[src/asu_map.svh]
// register offsets, field positions, reset values and timing counts
`ifndef ASU_MAP_SVH
`define ASU_MAP_SVH
`define ASU_OFS_BAUD     12'h000
`define ASU_OFS_TXHOLD   12'h004
`define ASU_OFS_RXHOLD   12'h008
`define ASU_OFS_CONFIG   12'h00c
`define ASU_OFS_MASK     12'h010
`define ASU_OFS_FLAGS    12'h014
`define ASU_OFS_GAP      12'h01c
`define ASU_OFS_TXRST    12'h020
`define ASU_OFS_RXRST    12'h024
`define ASU_BAUD_RST     16'h0001
`define ASU_CONFIG_WMASK 16'h05ff
`define ASU_CFG_QUEUE    10
`define ASU_CFG_RXON     8
`define ASU_CFG_RUN      7
`define ASU_CFG_LOOP     6
`define ASU_CFG_ODD      5
`define ASU_CFG_STOP_HI  4
`define ASU_CFG_STOP_LO  3
`define ASU_CFG_MODE_HI  2
`define ASU_CFG_MODE_LO  0
`define ASU_MODE_D8      3'h1
`define ASU_MODE_D7P     3'h3
`define ASU_MODE_D9      3'h4
`define ASU_MODE_D8W     3'h5
`define ASU_MODE_D8P     3'h7
`define ASU_TICKS_LAST   4'hf
`define ASU_TICKS_MID    4'h7
`define ASU_STOP_HALF    5'h03
`define ASU_STOP_FIRST   5'h07
`define ASU_STOP_SECOND  5'h17
`define ASU_RX_HALF      5'h08
`endif

[src/asu_pkg.sv]
// types shared by the serial unit files
package asu_pkg;
  typedef enum logic [1:0] {ASU_IDLE, ASU_START, ASU_DATA, ASU_STOP} asu_phase_e;

  typedef struct packed {
    logic       ferr;
    logic [8:0] data;
  } asu_rx_entry_s;

  typedef struct packed {
    logic [15:0]   baud_cnt;
    logic [15:0]   baud_rld;
    logic          rld_pend;
    logic [15:0]   cfg;
    logic [8:0]    mask;
    logic [7:0]    gap_set;
    logic [7:0]    gap_cnt;
    asu_phase_e    tx_ph;
    logic [3:0]    tx_tk;
    logic [3:0]    tx_bit;
    logic [4:0]    tx_stp;
    logic [8:0]    tx_sh;
    logic          txd;
    logic [3:0]    txq_wp;
    logic [3:0]    txq_rp;
    logic [4:0]    txq_n;
    asu_phase_e    rx_ph;
    logic [3:0]    rx_tk;
    logic [3:0]    rx_bit;
    logic [4:0]    rx_stp;
    logic [8:0]    rx_sh;
    logic          rx_ferr;
    logic [3:0]    rxq_wp;
    logic [3:0]    rxq_rp;
    logic [4:0]    rxq_n;
    logic          ovr;
    logic          rd_ok;
    logic [31:0]   prdata;
  } asu_state_s;
endpackage

[src/asu_serial_regs.sv]
// asynchronous serial unit: registers, baud timer, transmitter, receiver
//
// What this block does
// RL1: unqueued: half-room rises when holding moves out
// RL2: drained flag rises as stop bit starts
// RL3: unqueued: has-entry rises when frame lands
// RL4: software waits drained flag ending a block
// RL5: queued driver writes sixteen, then eight more
// RL6: queued: half-level flag at eight held entries
// RL7: idle gap raises one of two timeout flags
// RL8: baud read gives count, write loads reload
// RL9: baud write reloads timer, deferred until run
// RL10: transmit holding write starts a character
// RL11: parity bit generated, written value ignored
// RL12: software writes bit 8 zero, eight-bit format
// RL13: receive bit 9 framing error, upper zero
// RL14: receive bits 8 and 7 follow format
// RL15: run clear freezes engines, line high
// RL16: config bits run, receiver on, queue mode
// RL17: loopback changed only while unit inactive
// RL18: parity select even or odd
// RL19: stop length half, one, one-half, two
// RL20: format codes for data, parity, wake-up
// RL21: software avoids reserved format codes
// RL22: baud tick is clock over divider
// RL23: irq high when flag and mask both set
// RL24: gap counter reloads or counts down
// RL25: 16-bit registers, word offsets, reserved zero
//
// The APB interface to the registers was chosen for this implementation.
`timescale 1ns/1ns
`default_nettype none
`include "asu_map.svh"
module asu_serial_regs #(
  parameter int DEPTH = 16
) (
  input  wire logic        pclk,           // bus clock, 20 MHz
  input  wire logic        presetn,        // async reset, low active
  input  wire logic        ce,             // clock enable, freezes all state
  input  wire logic        psel,           // apb select
  input  wire logic        penable,        // apb access phase
  input  wire logic        pwrite,         // apb direction
  input  wire logic [11:0] paddr,          // apb byte address
  input  wire logic [31:0] pwdata,         // apb write data
  output logic      [31:0] prdata,         // apb read data
  output logic             pready,         // apb ready
  output logic             pslverr,        // apb error, unmapped address
  input  wire logic        rxd,            // serial input line
  output logic             txd,            // serial output line
  output logic             serial_irq_out  // flag and mask combined
);
  initial begin
    if (DEPTH < 2 || DEPTH > 16 || (DEPTH & (DEPTH - 1)) != 0) begin
      $error("DEPTH must be a power of two from 2 to 16");
    end
  end

  localparam logic [3:0] AMASK = 4'(DEPTH - 1);
  localparam logic [4:0] QFULL = 5'(DEPTH);

  asu_pkg::asu_state_s s, n;
  logic [8:0]  tx_head;
  logic [9:0]  rx_head_w;
  asu_pkg::asu_rx_entry_s rx_head, rx_new;
  logic        rx_push;

  // decoded config fields
  logic       run, rx_on, queued, loop, odd;
  logic [1:0] stop_sel;
  logic [2:0] mode;
  assign run      = s.cfg[`ASU_CFG_RUN];       // [RL16]
  assign rx_on    = s.cfg[`ASU_CFG_RXON];      // [RL16]
  assign queued   = s.cfg[`ASU_CFG_QUEUE];     // [RL16]
  assign loop     = s.cfg[`ASU_CFG_LOOP];
  assign odd      = s.cfg[`ASU_CFG_ODD];
  assign stop_sel = s.cfg[`ASU_CFG_STOP_HI:`ASU_CFG_STOP_LO];
  assign mode     = s.cfg[`ASU_CFG_MODE_HI:`ASU_CFG_MODE_LO];

  // unqueued mode treats each queue as one holding register
  logic [4:0] qlim;
  logic       tx_full, rx_full, tx_room, rx_half, gap_zero;
  assign qlim     = queued ? QFULL : 5'h01;
  assign tx_full  = s.txq_n >= qlim;
  assign rx_full  = s.rxq_n >= qlim;
  assign tx_room  = queued ? (s.txq_n <= (QFULL >> 1)) : (s.txq_n == 5'h00); // [RL1]
  assign rx_half  = s.rxq_n >= `ASU_RX_HALF;                                 // [RL6]
  assign gap_zero = s.gap_cnt == 8'h00;
  assign rx_head  = asu_pkg::asu_rx_entry_s'(rx_head_w);

  // event flags, bit order matches the flag register
  logic [9:0] flags;
  assign flags = {tx_full,
                  rx_half,                                      // [RL6]
                  gap_zero && s.rxq_n == 5'h00,                 // [RL7]
                  gap_zero && s.rxq_n != 5'h00,                 // [RL7]
                  s.ovr,
                  s.rxq_n != 5'h00 && rx_head.ferr,
                  s.rxq_n != 5'h00 && ((mode == `ASU_MODE_D8P && rx_head.data[8]) ||
                                       (mode == `ASU_MODE_D7P && rx_head.data[7])),
                  tx_room,                                      // [RL1]
                  s.tx_ph == asu_pkg::ASU_IDLE || s.tx_ph == asu_pkg::ASU_STOP, // [RL2]
                  s.rxq_n != 5'h00};                            // [RL3]

  assign serial_irq_out = |(flags[8:0] & s.mask);               // [RL23]
  assign pready  = ce;
  assign prdata  = s.prdata;
  assign txd     = s.txd;

  // address decode, only aligned mapped words answer without error
  logic hit;
  always_comb begin
    case (paddr)
      `ASU_OFS_BAUD, `ASU_OFS_TXHOLD, `ASU_OFS_RXHOLD, `ASU_OFS_CONFIG,
      `ASU_OFS_MASK, `ASU_OFS_FLAGS, `ASU_OFS_GAP, `ASU_OFS_TXRST,
      `ASU_OFS_RXRST: hit = 1'b1;                               // [RL25]
      default: hit = 1'b0;
    endcase
  end
  assign pslverr = psel && penable && !hit;

  logic rxin;
  assign rxin = loop ? s.txd : rxd;

  // next-state logic for the whole unit
  always_comb begin
    logic       wr, setup, tick, tx_push, tx_pop, rx_pop, tx_line, perr, fe, ovr_set;
    logic [8:0] frame, rdat;
    logic [4:0] last;
    n       = s;
    wr      = psel && penable && pwrite && hit;
    setup   = psel && !penable;
    tick    = run && s.baud_cnt <= 16'h0001;
    tx_push = 1'b0;
    tx_pop  = 1'b0;
    rx_pop  = 1'b0;
    rx_push = 1'b0;
    rx_new  = '0;
    frame   = tx_head;
    rdat    = s.rx_sh;
    perr    = 1'b0;
    fe      = 1'b0;
    ovr_set = 1'b0;
    last    = `ASU_STOP_FIRST;
    tx_line = 1'b1;

    // baud timer, ticks at sixteen times the bit rate
    if (run) begin
      if (s.rld_pend) begin
        n.baud_cnt = s.baud_rld;                               // [RL9]
        n.rld_pend = 1'b0;
      end else if (tick) begin
        n.baud_cnt = s.baud_rld;                               // [RL22]
      end else begin
        n.baud_cnt = s.baud_cnt - 16'h0001;                    // [RL22]
      end
    end

    // transmitter; all engine state holds while run is clear
    if (run) begin
      case (s.tx_ph)
        asu_pkg::ASU_IDLE: begin
          if (s.txq_n != 5'h00) begin
            tx_pop = 1'b1;                                     // [RL1]
            case (mode)
              `ASU_MODE_D7P: frame = {1'b0, ^tx_head[6:0] ^ odd, tx_head[6:0]}; // [RL11] [RL18]
              `ASU_MODE_D8P: frame = {^tx_head[7:0] ^ odd, tx_head[7:0]};       // [RL11] [RL18]
              `ASU_MODE_D8:  frame = {1'b0, tx_head[7:0]};                      // [RL20]
              default:       frame = tx_head;                                   // [RL20]
            endcase
            n.tx_sh = frame;
            n.tx_tk = 4'h0;
            n.tx_ph = asu_pkg::ASU_START;                      // [RL10]
          end
        end
        asu_pkg::ASU_START: begin
          if (tick) begin
            n.tx_tk = s.tx_tk + 4'h1;
            if (s.tx_tk == `ASU_TICKS_LAST) begin
              n.tx_bit = 4'h0;
              n.tx_ph  = asu_pkg::ASU_DATA;
            end
          end
        end
        asu_pkg::ASU_DATA: begin
          if (tick) begin
            n.tx_tk = s.tx_tk + 4'h1;
            if (s.tx_tk == `ASU_TICKS_LAST) begin
              n.tx_sh  = s.tx_sh >> 1;
              n.tx_bit = s.tx_bit + 4'h1;
              if (s.tx_bit == (mode[2] ? 4'h8 : 4'h7)) begin   // [RL20]
                n.tx_stp = 5'h00;
                n.tx_ph  = asu_pkg::ASU_STOP;                  // [RL2]
              end
            end
          end
        end
        asu_pkg::ASU_STOP: begin
          if (tick) begin
            n.tx_stp = s.tx_stp + 5'h01;
            if (s.tx_stp == {stop_sel, 3'h7}) begin            // [RL19]
              n.tx_ph = asu_pkg::ASU_IDLE;
            end
          end
        end
        default: n.tx_ph = asu_pkg::ASU_IDLE;
      endcase
    end
    case (n.tx_ph)
      asu_pkg::ASU_START: tx_line = 1'b0;
      asu_pkg::ASU_DATA:  tx_line = n.tx_sh[0];
      default:            tx_line = 1'b1;
    endcase

    // receiver; a frame under way finishes even if reception is turned off
    if (run) begin
      case (s.rx_ph)
        asu_pkg::ASU_IDLE: begin
          if (tick && rx_on && !rxin) begin                    // [RL16]
            n.rx_tk   = 4'h0;
            n.rx_ferr = 1'b0;
            n.rx_ph   = asu_pkg::ASU_START;
          end
        end
        asu_pkg::ASU_START: begin
          if (tick) begin
            n.rx_tk = s.rx_tk + 4'h1;
            if (s.rx_tk == `ASU_TICKS_MID && rxin) begin
              n.rx_ph = asu_pkg::ASU_IDLE;                     // glitch, not a start
            end else if (s.rx_tk == `ASU_TICKS_LAST) begin
              n.rx_bit = 4'h0;
              n.rx_ph  = asu_pkg::ASU_DATA;
            end
          end
        end
        asu_pkg::ASU_DATA: begin
          if (tick) begin
            n.rx_tk = s.rx_tk + 4'h1;
            if (s.rx_tk == `ASU_TICKS_MID) begin
              n.rx_sh = {rxin, s.rx_sh[8:1]};
            end
            if (s.rx_tk == `ASU_TICKS_LAST) begin
              n.rx_bit = s.rx_bit + 4'h1;
              if (s.rx_bit == (mode[2] ? 4'h8 : 4'h7)) begin
                n.rx_stp = 5'h00;
                n.rx_ph  = asu_pkg::ASU_STOP;
              end
            end
          end
        end
        asu_pkg::ASU_STOP: begin
          // stop samples mid-bit; a half stop bit is sampled at its middle
          case (stop_sel)
            2'h0:    last = `ASU_STOP_HALF;
            2'h3:    last = `ASU_STOP_SECOND;
            default: last = `ASU_STOP_FIRST;
          endcase
          if (tick) begin
            n.rx_stp = s.rx_stp + 5'h01;
            fe = s.rx_ferr;
            if (s.rx_stp == `ASU_STOP_FIRST || s.rx_stp == last) begin
              fe = s.rx_ferr | !rxin;                          // [RL13]
            end
            n.rx_ferr = fe;
            if (s.rx_stp == last) begin
              rdat = mode[2] ? s.rx_sh : {1'b0, s.rx_sh[8:1]};
              case (mode)
                `ASU_MODE_D7P: begin
                  perr = (^rdat[6:0] ^ odd) != rdat[7];        // [RL18]
                  rdat = {1'b0, perr, rdat[6:0]};              // [RL14]
                end
                `ASU_MODE_D8P: begin
                  perr = (^rdat[7:0] ^ odd) != rdat[8];        // [RL18]
                  rdat = {perr, rdat[7:0]};                    // [RL14]
                end
                default: rdat = rdat;                          // [RL14]
              endcase
              rx_new.ferr = fe;                                // [RL13]
              rx_new.data = rdat;
              rx_push = mode != `ASU_MODE_D8W || rdat[8];      // [RL20]
              n.rx_ph = asu_pkg::ASU_IDLE;
            end
          end
        end
        default: n.rx_ph = asu_pkg::ASU_IDLE;
      endcase
    end
    if (rx_push && rx_full) begin
      ovr_set = 1'b1;
      rx_push = 1'b0;
      n.ovr   = 1'b1;                                          // overrun wins over read clear
    end

    // read data is captured in setup so prdata comes from a flop
    if (setup) begin
      n.prdata = 32'h0000_0000;
      n.rd_ok  = 1'b0;
      case (paddr)
        `ASU_OFS_BAUD:   n.prdata[15:0] = s.baud_cnt;          // [RL8]
        `ASU_OFS_RXHOLD: begin
          n.prdata[9:0] = (s.rxq_n != 5'h00) ? rx_head : 10'h000; // [RL13]
          n.rd_ok       = s.rxq_n != 5'h00;
        end
        `ASU_OFS_CONFIG: n.prdata[15:0] = s.cfg;               // [RL25]
        `ASU_OFS_MASK:   n.prdata[8:0]  = s.mask;
        `ASU_OFS_FLAGS:  n.prdata[9:0]  = flags;
        `ASU_OFS_GAP:    n.prdata[7:0]  = s.gap_set;
        default:         n.prdata = 32'h0000_0000;
      endcase
    end

    // gap counter, reload has priority over counting down
    if (run && s.rx_ph == asu_pkg::ASU_IDLE && n.rx_ph == asu_pkg::ASU_START) begin
      n.gap_cnt = s.gap_set;                                   // [RL24]
    end else if (tick && !gap_zero) begin
      n.gap_cnt = s.gap_cnt - 8'h01;                           // [RL24]
    end

    // register writes and read side effects at the access edge
    if (psel && penable && !pwrite && paddr == `ASU_OFS_RXHOLD) begin
      n.gap_cnt = s.gap_set;                                   // [RL24]
      if (!ovr_set) begin
        n.ovr = 1'b0;
      end
      rx_pop = s.rd_ok;
    end
    if (wr) begin
      case (paddr)
        `ASU_OFS_BAUD: begin
          n.baud_rld = pwdata[15:0];                           // [RL8]
          if (run) begin
            n.baud_cnt = pwdata[15:0];                         // [RL9]
            n.rld_pend = 1'b0;
          end else begin
            n.rld_pend = 1'b1;                                 // [RL9]
          end
        end
        `ASU_OFS_TXHOLD: tx_push = !tx_full;                   // [RL10]
        `ASU_OFS_CONFIG: n.cfg   = pwdata[15:0] & `ASU_CONFIG_WMASK; // [RL25]
        `ASU_OFS_MASK:   n.mask  = pwdata[8:0];
        `ASU_OFS_GAP: begin
          n.gap_set = pwdata[7:0];
          n.gap_cnt = pwdata[7:0];                             // [RL24]
        end
        default: n.mask = n.mask;
      endcase
    end

    // queue bookkeeping; a reset write empties the queue outright
    if (tx_push) begin
      n.txq_wp = (s.txq_wp + 4'h1) & AMASK;
    end
    if (tx_pop) begin
      n.txq_rp = (s.txq_rp + 4'h1) & AMASK;
    end
    n.txq_n = s.txq_n + {4'h0, tx_push} - {4'h0, tx_pop};
    if (rx_push) begin
      n.rxq_wp = (s.rxq_wp + 4'h1) & AMASK;
    end
    if (rx_pop) begin
      n.rxq_rp = (s.rxq_rp + 4'h1) & AMASK;
    end
    n.rxq_n = s.rxq_n + {4'h0, rx_push} - {4'h0, rx_pop};
    if (wr && paddr == `ASU_OFS_TXRST) begin
      n.txq_wp = 4'h0;
      n.txq_rp = 4'h0;
      n.txq_n  = 5'h00;
    end
    if (wr && paddr == `ASU_OFS_RXRST) begin
      n.rxq_wp = 4'h0;
      n.rxq_rp = 4'h0;
      n.rxq_n  = 5'h00;
    end

    // line goes high in the same edge that run is cleared
    n.txd = n.cfg[`ASU_CFG_RUN] ? tx_line : 1'b1;             // [RL15]
  end

  // transmit queue storage
  asu_queue_mem #(.W(9), .DEPTH(DEPTH)) u_txq (
    .pclk  (pclk),
    .ce    (ce),
    .we    (psel && penable && pwrite && paddr == `ASU_OFS_TXHOLD && !tx_full),
    .waddr (s.txq_wp[$clog2(DEPTH)-1:0]),
    .wdata (pwdata[8:0]),
    .raddr (n.txq_rp[$clog2(DEPTH)-1:0]),
    .rdata (tx_head)
  );

  // receive queue storage
  asu_queue_mem #(.W(10), .DEPTH(DEPTH)) u_rxq (
    .pclk  (pclk),
    .ce    (ce),
    .we    (rx_push),
    .waddr (s.rxq_wp[$clog2(DEPTH)-1:0]),
    .wdata (rx_new),
    .raddr (n.rxq_rp[$clog2(DEPTH)-1:0]),
    .rdata (rx_head_w)
  );

  // single state register, frozen while ce is low
  always_ff @(posedge pclk or negedge presetn) begin
    if (!presetn) begin
      s          <= '0;
      s.baud_cnt <= `ASU_BAUD_RST;
      s.baud_rld <= `ASU_BAUD_RST;
      s.txd      <= 1'b1;
    end else if (ce) begin
      s <= n;
    end
  end
endmodule
`default_nettype wire

[src/asu_queue_mem.sv]
// small queue storage with registered, write-first read port
`timescale 1ns/1ns
`default_nettype none
module asu_queue_mem #(
  parameter int W     = 9,
  parameter int DEPTH = 16
) (
  input  wire logic                     pclk,  // bus clock
  input  wire logic                     ce,    // clock enable
  input  wire logic                     we,    // write strobe
  input  wire logic [$clog2(DEPTH)-1:0] waddr, // write slot
  input  wire logic [W-1:0]             wdata, // write word
  input  wire logic [$clog2(DEPTH)-1:0] raddr, // next head slot
  output logic      [W-1:0]             rdata  // head word, registered
);
  logic [W-1:0] mem [DEPTH];

  // write-first so a word pushed into the head slot is seen at once
  always_ff @(posedge pclk) begin
    if (ce) begin
      if (we) begin
        mem[waddr] <= wdata;
      end
      if (we && waddr == raddr) begin
        rdata <= wdata;
      end else begin
        rdata <= mem[raddr];
      end
    end
  end
endmodule
`default_nettype wire

[config.mk]
export PLATFORM = sky130hd
export DESIGN_NAME = asu_serial_regs
export DESIGN_NICKNAME = d
export VERILOG_FILES = /design/src/asu_pkg.sv /design/src/asu_serial_regs.sv /design/src/asu_queue_mem.sv
export VERILOG_INCLUDE_DIRS = /design/src /design/src/src
export SDC_FILE = /design/constraint.sdc
export NUM_CORES = 1
export LEC_CHECK = 0
export BUFFER_PORTS_ARGS = -buffer_cell sky130_fd_sc_hd__buf_4
export CAP_MARGIN = 20
export CORE_ASPECT_RATIO = 1.2
export CORE_MARGIN = 5
export CORE_UTILIZATION = 25
export CTS_CLUSTER_SIZE = 20
export DETAILED_ROUTE_END_ITERATION = 6
export PLACE_DENSITY = 0.45
export SLEW_MARGIN = 20
export SYNTH_ARGS = -nofsm -noshare
export SYNTH_HDL_FRONTEND = slang
export SYNTH_SLANG_ARGS = --single-unit
[constraint.sdc]
create_clock -name pclk -period 5.2 [get_ports pclk]
set_input_delay 0.26 -clock pclk [delete_from_list [all_inputs] [get_ports pclk]]
set_output_delay 0.26 -clock pclk [all_outputs]
set_load 0.01 [all_outputs]
---- After elaboration in Yosys (flattened, before gate mapping) ----
Memory sizes are Yosys's and may differ from the RTL's. A register that Yosys moved wholly into a read port is not among the register bits.
Cells that the tools add are included.
cells by class
  add/sub/neg operators ................... 16
  order comparisons ....................... 5
  eq/ne operators ......................... 47
  muxes and demuxes ....................... 112
  bitwise operators ....................... 6
  reduce and logical (&&, ||, !) cells .... 76
operators with widths
  operator                                               count
  two-way mux 9 bit                                      10
  two-way mux 16 bit                                     5
  two-way mux 74 bit                                     1
  two-way mux 24 bit                                     3
  two-way mux 10 bit                                     7
  case mux 8 bit (6 select lines)                        1
  equality test 12 x 5 -> 1 bit (second input constant)  3
  case mux 9 bit (2 select lines)                        2
  two-way mux 5 bit                                      7
  two-way mux 33 bit                                     1
  adder 4 x 1 -> 4 bit (second input constant)           8
  two-way mux 4 bit                                      8
  two-way mux 1 bit                                      31
  case mux 5 bit (2 select lines)                        3
  inequality test 2 bit (second input constant)          14
  case mux 9 bit (3 select lines)                        1
  two-way mux 13 bit                                     2
  logical AND 1 bit                                      25
  two-way mux 25 bit                                     1
  equality test 12 x 4 -> 1 bit (second input constant)  2
  equality test 12 x 6 -> 1 bit (second input constant)  2
  two-way mux 8 bit                                      3
  case mux 4 bit (3 select lines)                        2
  two-way mux 2 bit                                      11
  other kinds (53)                                       109
word-level totals
  register bits ........................... 162
  RAM bits ................................ 304
  input port bits ......................... 51
  output and inout port bits .............. 36
  memories kept ........................... 2
memories
  memory     depth  bits a word  read ports  clocked after Yosys merged registers in  wr ports  RTL line             source
  u_rxq.mem  16     10           1           1                                        1         asu_queue_mem.sv:16  logic [W-1:0] mem [DEPTH];
  u_txq.mem  16     9            1           1                                        1         asu_queue_mem.sv:16

---- Logic depth before layout (Yosys ltp) ----
  depth after elaboration ................. 19
  mapped depth ............................ 19
  depth with buffers taken out ............ 19

---- By module ----
Synthesis repeated with hierarchy kept, for this count alone.
unflattened totals
  cell total of the unflattened synthesis .. 1688
  area, all modules ....................... 23196.0 µm²
by module, submodules not included
  module                 instances  cells each  area each (µm²)  sequential area each (µm²)
  asu_serial_regs        1          1120        10362.4          4057.6
  asu_queue_mem (u_rxq)  1          298         6779.0           5104.9
  asu_queue_mem (u_txq)  1          270         6054.6           4594.4

---- Worst setup path before layout ----
OpenSTA, ideal clock, no wires.
  kind .................................... reg2reg
  from .................................... reg s[169] (netlist bit)
  to ...................................... reg s[38] (netlist bit)
  arrival time ............................ 3466 ps
  path slack .............................. 1600 ps
  cell stages (with the launch flop) ...... 18
  cell sequence ........................... dfrtp_1 > inv_1 > ha_1 > nor2_1 > or4_1 > buf_2 > nor3_4 > nand4b_2 > or2_2 > ha_1 > inv_1 > ha_1 > fa_1 > a21oi_1 > nor2_1 > nor2_1 > xnor2_1 > o22ai_1
between the ends
  cells in the longest elaborated chain, start to end .. 10
RTL lines
  item                               RTL line                source
  start, declared                    asu_serial_regs.sv:61   asu_pkg::asu_state_s s, n;
  start signal, assigned             asu_serial_regs.sv:408  s <= n;
  <= comparator 16 x 1 -> 1 bit (*)  asu_serial_regs.sv:132  tick = run && s.baud_cnt <= 16'h0001;
  logical AND 1 bit (*)              asu_serial_regs.sv:132
  two-way mux 1 bit (*)              asu_serial_regs.sv:257  if (tick) begin
  two-way mux 1 bit (*)              asu_serial_regs.sv:216  case (s.rx_ph)
  two-way mux 1 bit (*)              asu_serial_regs.sv:215  if (run) begin
  logical AND 1 bit                  asu_serial_regs.sv:287  if (rx_push && rx_full) begin
  two-way mux 1 bit (*)              asu_serial_regs.sv:287
  adder 5 x 1 -> 5 bit (*)           asu_serial_regs.sv:362  n.rxq_n = s.rxq_n + {4'h0, rx_push} - {4'h0, rx_pop};
  subtractor 5 x 1 -> 5 bit (*)      asu_serial_regs.sv:362
  two-way mux 13 bit (*)             asu_serial_regs.sv:368  if (wr && paddr == `ASU_OFS_RXRST) begin
Every way passes the cells marked *; elsewhere a longest branch is shown, timed or not.
A chain may end at the register's enable or synchronous reset.

---- Worst setup path in the final report ----
  from .................................... reg s[174] (netlist bit)
  to ...................................... reg s[38] (netlist bit)
Same word-level chain as after synthesis.

==> impl_metrics.toml <==
[worst_setup_path]
r2r_start = "s[174]$_DFFE_PN0P_"
cpMaxStageDelayCell = "nor4_1"
crit_chain = "nor4_1 > nand2_1 > nor3_4 > nand4b_2 > or2_2 > ha_1 > inv_1 > ha_1 > fa_1 > a21oi_1 > nor2_1 > nor2_1 > xnor2_1 > o22ai_1"
critPathKind = "reg2reg"
path_delay_family = "simple AND/OR/NAND/NOR gates"
required_ns = 5.65
reg2reg_to = "s[38]$_DFFE_PN0P_"
r2r_slack_ns = 1.06
cp-start-kind = "flip-flop"
crit_path_end_kind = "flip-flop"
rr_worst_depth = 14
critical_path_buf_inv_count = 1
critPathMaxStageDelay_ns = 0.76
cp.arrival_ns = 4.59
path_max_fanout = 7

[clock_tree]
root_buffer = "clkbuf_16"
cts_tree = "done"
clk_path_buf_depth = 3
insertion_delay_ns = 0.63
path_clk_slew_ns = 0.06
cts_buffers = 56
cts_resized = 0
clock_sinks = 485
htreeDepth = 2

[grt]
grt_pass1_wl_mm = 107
antenna_found_initial = 0
grt_overflow = 0
grt_max_degree = 69
grt_util_all_layers_pct = 13.5
grt_pass1_vias = 16900

[power_and_ir_drop]
power.internal_mw = 7.65
finalPower_mw = 11.3
p_sw_mw = 3.69
swShare_pct = 32.5
power_frac_comb_pct = 25.5
ir_worst_vdd_uv = 260
pwr-share-clk_pct = 33.4
seq_power_share_pct = 41.1
power_density_nw_per_um2 = 413
p_leak_nw = 10.4

[drt]
routed_wirelength_mm = 71.1
vias_per_cell = 4.98
antenna_left = 0
drtIter0Drc = 1382
firstDrtPassIters = 7
drc = 12
post_drt_wl_per_cell_um = 21.0
vias = 16800

[timing]
fin_crit_ns = 4.14
hold_viol_final = 0
timing.setup.tns_ns = 0
max_clock_freq_ghz = 0.242
finClkSkew_ns = 0.0378
finalCritPeriodShare_pct = 79.5
slew_headroom_pct = 26.5
slew_violations = 0
worst_pin_slew_ns = 1.09
setup_violations = 0
rsz0062_at_grt = "false"

[worst_hold_path]
hold_start = "pwdata[2]"
min_to = "u_txq.mem[12][2]$_DFFE_PP_"
whs_path_depth = 1
hp-class = "in2reg"

[placed_design]
gp_congestion = 0.852
place.detailed.hpwl_mm = 48.6
port_buffers = 54

[logic_synthesis]
synth.ff_latch_count = 485
syn_inst = 2021
ys.flop_type = "edfxtp_1"
async_reset_ff_share_pct = 33.4
syn_area_sq_um = 23700
synth_cell_types = 102
synth-edff-count = 323
yosysSeqAreaShare_pct = 58.1
yosysWarnings = 0
syn-mean-instance-area_sq_um = 11.7

[die]
floorplan.initialDensity_pct = 25.2
rows = 123
ioPinCount = 87
die_w_um = 291
coreArea_sq_um = 93900
die_y_um = 347
die_area_sq_um = 101000

[flow_run]
drv_cap = 0

[finish]
nets = 2192
syn2layout_area_growth_pct = 15.9
drive_gt1_share_pct = 13.4
final.fill_count = 9696
diodes = 0

[status]
violations = "design-rule violations"
status = "finished with violations"
## Yosys cell counts (18+ instances only)
library cell  number  area, sq um
a22oi_1           48          360
nor3_1            33          165
nor2_1           105          394
mux2_2            44          495
a22o_1            19          166
nor4_1            22          138
a222oi_1          24          240
o221ai_1          24          210
clkbuf_1          71          267
ha_1              53          663
buf_2             23          115
edfxtp_1         323         9700
inv_1             62          233
a211oi_1          27          203
mux2i_1           71          711
o21ai_0          187          936
buf_4             34          255
nand2_1          195          732
a221o_1           21          210
and2_1            19          119
xnor2_1           38          333
dfrtp_1          159         3980
a21oi_1           67          335
xor2_1            18          158
nand3_1           57          285
nand4_1           19          119
## repair_timing
item | 4_1_cts | 5_1_grt
hold endpoints to repair | 111 | 0
hold buffers | 12 | 0
setup buffers | 0 | 0
## logic make-up (layout without fill, tap and decap cells)
logic type,Yosys count,count (layout),synth area share [%]
simple gates,552,552,11.9
mux,119,119,5.28
other cells,1,16,0.0158
compound gates,553,553,15.7
buf+inv,198,296,3.83
xor+xnor,58,58,2.24
fa+ha+maj,55,55,2.97
flops,485,485,58.1
## through the flow
step	cell area [sq um]	utilization [%]	hold slack, ns	instances	setup WS [ns]
floorplan	23700	-	-0.0356	2036	1.60
global placement	25600	27.2	0.325	3266	1.04
detailed placement	25600	27.2	0.322	3266	1.06
CTS	27400	29.2	0.00502	3384	1.02
global route	27400	29.2	0.00883	3384	0.760
finish	27400	29.2	0.0323	3384	1.06
## layout by cell type (no fill, tap or decap), drive strengths merged, types with 10 or more instances in the layout
master	synthesis	final
nand3	57	57
a221o	21	21
ha	53	53
xnor2	39	39
nor4	23	23
nor3	39	39
dfrtp	159	159
nand2b	10	10
inv	62	62
o22ai	17	17
nand4	22	22
o211ai	11	11
clkinv	1	22
edfxtp	323	323
buf	64	115
conb	1	16
mux2	48	48
o31ai	12	12
a21oi	69	69
nand2	197	197
a222oi	24	24
o221ai	24	24
o21ai	205	205
mux2i	71	71
xor2	18	18
a22o	19	19
a21boi	10	10
a22oi	48	48
and3	13	13
and2	20	20
nor2	107	107
a211oi	28	28
clkbuf	71	82
dlygate4sd3	0	12
## how the worst max path moves through the flow
stage,start,to,slack (ns),cells after the start
global placement,s[174]$_DFFE_PN0P_,s[38]$_DFFE_PN0P_,1.04,14
global route,s[174]$_DFFE_PN0P_,s[38]$_DFFE_PN0P_,0.76,14
detailed placement,s[174]$_DFFE_PN0P_,s[38]$_DFFE_PN0P_,1.06,14
CTS,s[174]$_DFFE_PN0P_,s[38]$_DFFE_PN0P_,1.02,14
floorplan,s[169]$_DFFE_PN0P_,s[38]$_DFFE_PN0P_,1.60,17
finish,s[174]$_DFFE_PN0P_,s[38]$_DFFE_PN0P_,1.06,14
## power by group through the flow
stage | registers, mW | clock network (mW) | logic (mW)
2_1_floorplan | 4.62 | 0 | 2.07
3_3_place_gp | 4.73 | 0 | 2.89
3_5_place_dp | 4.74 | 0 | 2.91
4_1_cts | 4.66 | 3.89 | 2.93
5_1_grt | 4.70 | 4.05 | 3.21
6_report | 4.66 | 3.78 | 2.89
## registers in the layout, summed over array words and instances (netlist names)
signal	cells
rx_on	1
mode	3
u_rxq.rdata	10
run	1
u_rxq.mem	160
s	136
queued	1
flags	1
u_txq.mem	144
odd	1
prdata	16
txd	1
u_txq.rdata	9
loop	1
## area by class of cell
type | count | area (sq um) | share of cell area [%]
repair buffers | 127 | 1000 | 3.64
well taps | 1250 | 1560 | 5.70
clock buffers | 82 | 1580 | 5.76
inverters | 63 | 236 | 0.862
clock inverters | 24 | 188 | 0.684
flip-flops and latches | 485 | 13800 | 50.1
multi-input cells | 1353 | 9120 | 33.2
## metal layers
layer	part of all wire, %	GRT usage (%)
met1	44	17.9
met2	49	23.3
met3	4.2	1.87
met4	2.7	3.81
met5	0	0
Note: power is estimated with default switching activity, not from simulation.
